[src/logic/weie_pkg.sv]
package weie_pkg;
  // APB byte addresses
  localparam logic [7:0] ADDR_GPIO_WAKE  = 8'h64;
  localparam logic [7:0] ADDR_INTERRUPT_ENDPOINT_CONTROL = 8'h68;
  localparam logic [7:0] ADDR_IRQ_STATUS = 8'h80;
  localparam logic [7:0] ADDR_IRQ_MASK   = 8'h84;
  localparam logic [7:0] ADDR_INTERVAL   = 8'h88;
  // Field layout
  localparam int NUM_PINS        = 11;
  localparam int NUM_MAC_EVT     = 9;
  localparam int POL_LSB         = 16;
  localparam int LINK_UP_BIT     = 31;
  localparam int ALWAYS_ON_BIT   = 31;
  localparam int MAC_EVT_LSB     = 11;
  localparam int LINK_PIN        = 7;
  localparam logic [31:0] WAKE_RW_MASK = 32'h87ff_07ff;
  localparam logic [31:0] CTL_RW_MASK  = 32'h800f_ffff;
  // Reset values
  localparam logic [31:0] CTL_RESET      = 32'h0000_0000;
  localparam logic [15:0] INTERVAL_RESET = 16'h0100;
  // Status bits
  localparam int ST_WAKE   = 0;
  localparam int ST_PACKET = 1;
  localparam int ST_LINK   = 2;
  localparam int ST_W      = 3;
endpackage : weie_pkg

[src/logic/weie_events.sv]
`timescale 1ns/1ps
// Overview of operation
// - Each of eleven pins has a wake enable; clear enable never wakes.
// - Polarity bit per pin: zero wakes on low, one wakes on high.
// - A pin used for another function never produces a wake event.
// - Link-up wake enable uses pin seven in either suspend state.
// - EEPROM load sets wake enables from the EEPROM image, zero without EEPROM; reset clears them.
// - USB or lite reset restores wake enables to last EEPROM image, zero without EEPROM.
// - Wake enable field is protected by the reset-protection mechanism.
// - Interrupt endpoint reports only events whose enable bit is set.
// - Always-on sends a packet every interval, else only after enabled events.
// - Bits 19..16 gate mac timeout, rx frame, tx stopped, rx stopped.
// - Bits 15..11 gate phy, tx error, underrun, overrun, rx drop.
// - Eleven pin interrupt enables gate pin events into packets.
module weie_events (
  // Clock and reset
  input  wire logic        clk,
  input  wire logic        srst,
  input  wire logic        clk_en,
  // APB slave
  input  wire logic        psel,
  input  wire logic        penable,
  input  wire logic        pwrite,
  input  wire logic [7:0]  paddr,
  input  wire logic [31:0] pwdata,
  input  wire logic [3:0]  pstrb,
  output logic      [31:0] prdata,
  output logic             pready,
  output logic             pslverr,
  // Pins and sources
  input  wire logic [10:0] pin_level,
  input  wire logic [10:0] pin_is_gpio,
  input  wire logic [8:0]  mac_event,
  input  wire logic        suspend_state_zero,
  input  wire logic        suspend_state_three,
  input  wire logic        usb_reset,
  input  wire logic        lite_reset,
  input  wire logic        reset_protect,
  input  wire logic        eeprom_present,
  input  wire logic [10:0] eeprom_wake_image,
  input  wire logic        eeprom_load,
  // Endpoint and wake outputs
  input  wire logic        ep_packet_taken,
  output logic             ep_packet_req,
  output logic [31:0]      ep_packet_status,
  output logic             wake_event,
  output logic             link_up_wake,
  output logic             irq
);

  typedef enum logic [1:0] {
    WEIE_IDLE  = 2'b00,
    WEIE_ARMED = 2'b01,
    WEIE_SEND  = 2'b11
  } weie_state_e;

  logic [10:0] pin_s1;
  logic [10:0] pin_s2;
  logic [10:0] gp_s1;
  logic [10:0] gp_s2;
  logic [10:0] pin_wake_enable;
  logic [10:0] pin_wake_polarity;
  logic        link_up_wake_enable;
  logic [31:0] ctl;
  logic [10:0] wake_image;
  logic [15:0] interval;
  logic [15:0] ivl_cnt;
  logic [2:0]  irq_status;
  logic [2:0]  irq_mask;
  logic [31:0] pend;
  weie_state_e state;
  weie_state_e next_state;
  logic [10:0] pin_active;
  logic [10:0] pin_wake_hit;
  logic [31:0] evt_vec;
  logic        wr;
  logic        rd;
  logic        tick;
  logic        link_hit;
  logic        any_wake;
  logic [2:0]  st_set;

  assign wr = psel && penable && pwrite && pready;
  assign rd = psel && penable && !pwrite && pready;

  // Pins are asynchronous: two flops before use
  always_ff @(posedge clk)
  begin
    if (srst)
    begin
      pin_s1 <= 11'h000;
      pin_s2 <= 11'h000;
      gp_s1  <= 11'h000;
      gp_s2  <= 11'h000;
    end
    else if (clk_en)
    begin
      pin_s1 <= pin_level;
      pin_s2 <= pin_s1;
      gp_s1  <= pin_is_gpio;
      gp_s2  <= gp_s1;
    end
  end

  // Per-pin qualification, bit n is pin n
  genvar g;
  generate
    for (g = 0; g < weie_pkg::NUM_PINS; g++)
    begin : g_pin
      assign pin_active[g]   = (pin_s2[g] == pin_wake_polarity[g]);
      assign pin_wake_hit[g] = pin_active[g] && pin_wake_enable[g] && gp_s2[g];
    end
  endgenerate

  assign link_hit = link_up_wake_enable && (suspend_state_zero || suspend_state_three)
                    && gp_s2[weie_pkg::LINK_PIN] && pin_active[weie_pkg::LINK_PIN];
  assign any_wake = |pin_wake_hit;

  // Event vector in the control register's layout
  assign evt_vec = {12'h000, mac_event, pin_active & gp_s2};

  // Wake enables: EEPROM image, bus resets, protection
  always_ff @(posedge clk)
  begin
    if (srst)
    begin
      wake_image      <= 11'h000;
      pin_wake_enable <= 11'h000;
    end
    else if (clk_en)
    begin
      if (eeprom_load)
      begin
        wake_image      <= eeprom_present ? eeprom_wake_image : 11'h000;
        pin_wake_enable <= eeprom_present ? eeprom_wake_image : 11'h000;
      end
      else if ((usb_reset || lite_reset) && !reset_protect)
        pin_wake_enable <= eeprom_present ? wake_image : 11'h000;
      else if (wr && paddr == weie_pkg::ADDR_GPIO_WAKE && pstrb[0] && pstrb[1])
        pin_wake_enable <= pwdata[10:0];
    end
  end

  // Polarity and link-up enable
  always_ff @(posedge clk)
  begin
    if (srst)
    begin
      pin_wake_polarity   <= 11'h000;
      link_up_wake_enable <= 1'b0;
    end
    else if (clk_en && wr && paddr == weie_pkg::ADDR_GPIO_WAKE)
    begin
      if (pstrb[2] && pstrb[3])
        pin_wake_polarity <= pwdata[26:16];
      if (pstrb[3])
        link_up_wake_enable <= pwdata[weie_pkg::LINK_UP_BIT];
    end
  end

  // Endpoint control and interval
  always_ff @(posedge clk)
  begin
    if (srst)
    begin
      ctl      <= weie_pkg::CTL_RESET;
      interval <= weie_pkg::INTERVAL_RESET;
      irq_mask <= 3'h0;
    end
    else if (clk_en && wr)
    begin
      if (paddr == weie_pkg::ADDR_INTERRUPT_ENDPOINT_CONTROL)
        ctl <= pwdata & weie_pkg::CTL_RW_MASK;
      if (paddr == weie_pkg::ADDR_INTERVAL)
        interval <= pwdata[15:0];
      if (paddr == weie_pkg::ADDR_IRQ_MASK)
        irq_mask <= pwdata[2:0];
    end
  end

  // Interval tick
  always_ff @(posedge clk)
  begin
    if (srst)
      ivl_cnt <= 16'h0000;
    else if (clk_en)
      ivl_cnt <= tick ? 16'h0000 : ivl_cnt + 16'h0001;
  end
  assign tick = (ivl_cnt >= interval);

  // Pending enabled events, set wins over clear on packet hand-off
  // Clearing an enable drops its pending bit one cycle later; a packet started in that cycle still reports it
  always_ff @(posedge clk)
  begin
    if (srst)
      pend <= 32'h0000_0000;
    else if (clk_en)
      pend <= ((ep_packet_taken ? 32'h0000_0000 : pend) | evt_vec)
              & ctl & 32'h000f_ffff;
  end

  // Packet scheduler
  always_comb
  begin
    next_state = state;
    case (state)
      WEIE_IDLE:  next_state = WEIE_ARMED;
      WEIE_ARMED:
        if (tick && (ctl[weie_pkg::ALWAYS_ON_BIT] || pend != 32'h0))
          next_state = WEIE_SEND;
      WEIE_SEND:
        if (ep_packet_taken)
          next_state = WEIE_ARMED;
      default:    next_state = WEIE_IDLE;
    endcase
  end

  always_ff @(posedge clk)
  begin
    if (srst)
    begin
      state            <= WEIE_IDLE;
      ep_packet_req    <= 1'b0;
      ep_packet_status <= 32'h0000_0000;
    end
    else if (clk_en)
    begin
      state         <= next_state;
      ep_packet_req <= (next_state == WEIE_SEND);
      if (state == WEIE_ARMED && next_state == WEIE_SEND)
        ep_packet_status <= pend;
    end
  end

  // Wake outputs
  always_ff @(posedge clk)
  begin
    if (srst)
    begin
      wake_event   <= 1'b0;
      link_up_wake <= 1'b0;
    end
    else if (clk_en)
    begin
      wake_event   <= any_wake;
      link_up_wake <= link_hit;
    end
  end

  // Sticky status, read clears, new event wins
  assign st_set = {link_hit, state == WEIE_ARMED && next_state == WEIE_SEND, any_wake};
  always_ff @(posedge clk)
  begin
    if (srst)
    begin
      irq_status <= 3'h0;
      irq        <= 1'b0;
    end
    else if (clk_en)
    begin
      // Clear only what the read returned; a bit set after the snapshot survives
      if (rd && paddr == weie_pkg::ADDR_IRQ_STATUS)
        irq_status <= (irq_status & ~prdata[2:0]) | st_set;
      else
        irq_status <= irq_status | st_set;
      irq        <= |(irq_status & irq_mask);
    end
  end

  // APB: one wait state, pready pulses in the access phase
  always_ff @(posedge clk)
  begin
    if (srst)
    begin
      pready  <= 1'b0;
      pslverr <= 1'b0;
      prdata  <= 32'h0000_0000;
    end
    else if (clk_en)
    begin
      pready  <= psel && penable && !pready;
      pslverr <= 1'b0;
      prdata  <= 32'h0000_0000;
      if (psel && penable && !pready)
      begin
        case (paddr)
          weie_pkg::ADDR_GPIO_WAKE:
            prdata <= {link_up_wake_enable, 4'h0, pin_wake_polarity, 5'h00, pin_wake_enable};
          weie_pkg::ADDR_INTERRUPT_ENDPOINT_CONTROL: prdata <= ctl;
          weie_pkg::ADDR_IRQ_STATUS: prdata <= {29'h0, irq_status};
          weie_pkg::ADDR_IRQ_MASK:   prdata <= {29'h0, irq_mask};
          weie_pkg::ADDR_INTERVAL:   prdata <= {16'h0000, interval};
          default:                   pslverr <= 1'b1;
        endcase
      end
    end
  end

  property p_no_foreign_wake;
    @(posedge clk) disable iff (srst)
      clk_en && (gp_s2 & pin_wake_enable) == 11'h000 |=> !wake_event;
  endproperty
  a_no_foreign_wake: assert property (p_no_foreign_wake) else $error("wake without enabled gpio");

  property p_polarity;
    @(posedge clk) disable iff (srst)
      clk_en && pin_wake_enable[0] && gp_s2[0] && pin_s2[0] == pin_wake_polarity[0]
      |=> wake_event;
  endproperty
  a_polarity: assert property (p_polarity) else $error("pin0 active level missed");

  property p_link;
    @(posedge clk) disable iff (srst)
      clk_en && !suspend_state_zero && !suspend_state_three |=> !link_up_wake;
  endproperty
  a_link: assert property (p_link) else $error("link wake outside suspend");

  property p_restore;
    @(posedge clk) disable iff (srst)
      clk_en && lite_reset && !reset_protect && !eeprom_load && !eeprom_present
      |=> pin_wake_enable == 11'h000;
  endproperty
  a_restore: assert property (p_restore) else $error("lite reset restore wrong");

  property p_load;
    @(posedge clk) disable iff (srst)
      clk_en && eeprom_load && eeprom_present |=> pin_wake_enable == $past(eeprom_wake_image);
  endproperty
  a_load: assert property (p_load) else $error("eeprom load wrong");

  property p_gate;
    @(posedge clk) disable iff (srst)
      $rose(ep_packet_req) |-> (ep_packet_status & ~$past(ctl, 2)) == 32'h0;
  endproperty
  a_gate: assert property (p_gate) else $error("disabled event reported");

  property p_quiet;
    @(posedge clk) disable iff (srst)
      state == WEIE_ARMED && !ctl[31] && pend == 32'h0 |=> !ep_packet_req;
  endproperty
  a_quiet: assert property (p_quiet) else $error("packet without event");

  property p_mac_gate;
    @(posedge clk) disable iff (srst)
      clk_en && mac_event[0] && ctl[11] && !ep_packet_taken |=> pend[11];
  endproperty
  a_mac_gate: assert property (p_mac_gate) else $error("rx drop event lost");

  c_wake: cover property (@(posedge clk) wake_event);
  c_link: cover property (@(posedge clk) link_up_wake);
  c_pkt:  cover property (@(posedge clk) ep_packet_req ##[1:20] ep_packet_taken);

endmodule : weie_events

[config.mk]
export PLATFORM = sky130hd
export DESIGN_NAME = weie_events
export DESIGN_NICKNAME = d
export VERILOG_FILES = /design/src/logic/weie_pkg.sv /design/src/logic/weie_events.sv
export SDC_FILE = /design/constraint.sdc
export NUM_CORES = 1
export LEC_CHECK = 0
export ABC_AREA = 1
export BUFFER_PORTS_ARGS = -buffer_cell sky130_fd_sc_hd__buf_2
export CORE_AREA = 3 3 134 136
export CTS_CLUSTER_SIZE = 14
export DETAILED_ROUTE_END_ITERATION = 10
export DIE_AREA = 0 0 137 139
export GPL_TIMING_DRIVEN = 1
export PLACE_DENSITY_LB_ADDON = 0.2
export REMOVE_ABC_BUFFERS = 1
export SETUP_SLACK_MARGIN = 0.4
export SYNTH_ARGS = -nofsm -noshare
export SYNTH_HDL_FRONTEND = slang
export SYNTH_SLANG_ARGS = --single-unit
[constraint.sdc]
create_clock -name clk -period 1.9 [get_ports clk]
set_input_delay 0.285 -clock clk [delete_from_list [all_inputs] [get_ports clk]]
set_output_delay 0.285 -clock clk [all_outputs]
set_load 0.01 [all_outputs]
==> impl_metrics.ini <==
[worst_hold_path]
holdPathStages = 3
hp-class = in -> reg

[pwr]
ir_drop_mv = 0.617
power_density_mw_per_mm2 = 831
leakage_nw = 4.75
p_total_mw = 10.0

[route]
postRouteAntennaNets = 0
drtIter0Drc = 696
num_vias = 9287
dr.pass1.iters = 5
vias_per_cell = 5.65
drc = 0
wire_per_inst_um = 16.5
finalWirelength_um = 27200

[sta]
rsz0062_at_grt = yes
final-setup-viol-count = 21
finalHoldViolCount = 0
worst_slew_pin_slew_ns = 0.580
fin_crit_sh = 1.03
maxSlewHeadroom = 0.613
maxSlewViolCount = 0
finalWorstSetupSlack_ns = -0.0627
max_freq_mhz = 510
fin_skew_ns = 0.0106
min_period_ns = 1.96

[placed_design]
place_congestion = 0.868
hpwl_um = 17500
place_ws_ns = -0.0684
place_area_mm2 = 0.0104
io_buffers = 149
dp.cells = 1584

[cells_and_area]
nets = 1521
final_area_mm2 = 0.0120
final_core_util = 0.705
syn2layout_area_growth_pct = 28.7
diodes = 0
drive_above_1_share = 0.272
fill_cells = 1386
register_area_mm2 = 0.00429
instances_no_fill = 1645
multi_input_area_mm2 = 0.00481

[synth]
netlist_instances = 1244
yosysWarnings = 0
synth-edff-count = 0
async_reset_ff_frac = 0
ys_ff_latch = 213
syn_area_per_cell_um2 = 7.51
synthDominantCellAreaShare = 0.457
synth_cell_types = 41
synth_ff_type = dfxtp_1
synthTopCellsByArea = dfxtp_1 46%, a21oi_1 9.6%, nand2_1 7.3%
yosysTopAreaCell = dfxtp_1
seq_area_frac_synth = 0.457
syn_area_mm2 = 0.00934

[global_route]
grt_start_max_net_pins = 107
grt_util_all_layers = 0.268
grt_first_pass_wirelength_um = 42100
antenna_found_initial = 0
grt_pass1_vias = 8498
grt-ovfl-total = 0

[run]
maxCapViolations = 0

[setup_path]
reg2regPathDepth = 15
crit_fanout = 7
critPathKind = reg -> reg
critical_path_required_ns = 2.31
start_kind = flop
end_kind = flop
cp.arrival_ns = 2.37

[cts]
cts.path.max_buffers = 3
htreeDepth = 1
clk_pin_slew_ns = 0.06
cts_tree = done
cts_buffers = 23
cts_root_buf = clkbuf_16
clkSinkCount = 213
clkLatencyLatePin_ns = 0.51

[die]
rows = 48
die-area_mm2 = 0.0190
dieWidth_um = 137
dieHeight_um = 139
fp.coreArea_mm2 = 0.0171
io-pin-count = 170
start_util = 0.548

[run_status]
violations = setup timing
outcome = complete, but fails checks
cells in the mapped netlist, types with 9 or more instances:
cell type,count
dfxtp_1,213
nor2_1,111
nand4_1,28
a21oi_1,179
a31oi_1,15
nand2_1,181
buf_4,18
clkbuf_1,58
nand3_1,80
o21ai_1,24
nor3_1,9
a32oi_1,10
o21ai_0,110
ha_1,17
buf_2,16
o22ai_1,12
inv_1,93
a211oi_1,12
through the flow:
stage,hold slack [ns],setup TNS (ns)
global route,0.00375,-2.56
floorplan,0.354,-10.07
global placement,0.443,0
CTS,0.0000773,0
finish,0.00266,-0.432
detailed placement,0.450,-0.415
kinds of logic after synthesis:
kind of cell	Yosys count	share of synthesized area
XOR/XNOR	6	0.00563
other	1	0.000401
AND/OR/NAND/NOR	430	0.204
adder cells (fa/ha/maj)	17	0.0228
buffers and inverters	200	0.0924
flip-flops	213	0.457
AO/OA/AOI/OAI	377	0.218
worst paths after layout:
kind | startpoint | end | slack [ns]
hold reg to reg | gp_s2[2]$_SDFFE_PP0P_ | gp_s2[2]$_SDFFE_PP0P_ | 0.46
setup / recovery | interval[1]$_SDFFE_PP0P_ | ivl_cnt[5]$_SDFFE_PP0P_ | -0.06
hold / removal | pin_is_gpio[4] | gp_s1[4]$_SDFFE_PP0P_ | 0.003
setup reg to reg | interval[1]$_SDFFE_PP0P_ | ivl_cnt[5]$_SDFFE_PP0P_ | -0.06
flip-flops by register name (all words and copies together), names as in the netlist, 2 cells and up:
name               count
prdata                28
pin_s2                11
state                  2
pin_s1                11
gp_s1                 11
ivl_cnt               16
irq_status             3
pin_wake_enable       11
interval              16
pin_wake_polarity     11
ep_packet_status      20
ctl                   21
wake_image            11
pend                  20
gp_s2                 11
irq_mask               3
placed cells by master, fill, tap and decap left out, types with 20 or more instances in the layout:
master       n
nand4_1     28
o21ai_1     25
dfxtp_2     20
buf_4       53
o21ai_0    108
dfxtp_1    193
nand2_1    150
nand3_1     78
inv_1       78
buf_2      147
clkbuf_16   25
nor2_1     106
a21oi_1    162
critical path: stages (launching register included):
cell and delay [ns]:
dfxtp_2 0.31, inv_2 0.08, ha_4 0.21, nand2_1 0.07, nand2_1 0.07, nand2_1 0.07, nand2_1 0.08, nand2_1 0.07
nand2_1 0.07, nand2_2 0.09, nand2_4 0.09, buf_4 0.16, nand2_4 0.07, nand2_4 0.07, buf_12 0.14, nor3b_2 0.20
where the power goes:
part | total [mW] | internal (mW) | switching, mW
clock network | 4.57 | 2.75 | 1.82
logic | 0.788 | 0.278 | 0.510
registers | 4.64 | 4.57 | 0.0607
total | 10.0 | 7.60 | 2.39
metal layers:
metal  up-vias  GRT usage  part of all wire
li1       4537          -                 -
met1      4343      0.369              0.43
met2       352      0.435              0.47
met3        55     0.0356             0.070
met4         0     0.0893             0.025
met5         -          0                 0
layout make-up:
cell class,count,area share
Multi-Input combinational cell,846,0.400
Tap cell,225,0.0234
Clock inverter,11,0.0113
Clock buffer,30,0.0525
Inverter,100,0.0318
Timing Repair Buffer,220,0.124
Sequential cell,213,0.357
what timing repair did:
item                                   4_1_cts  5_1_grt
gates cloned                                 2        2
hold buffers                                 6        0
endpoints found under the hold margin        6        0
resized for setup                           74       78
setup endpoints to repair                   52       77
pin swaps                                   13       19
setup buffers                                5        5
Note: power is estimated with default switching activity, not from simulation.
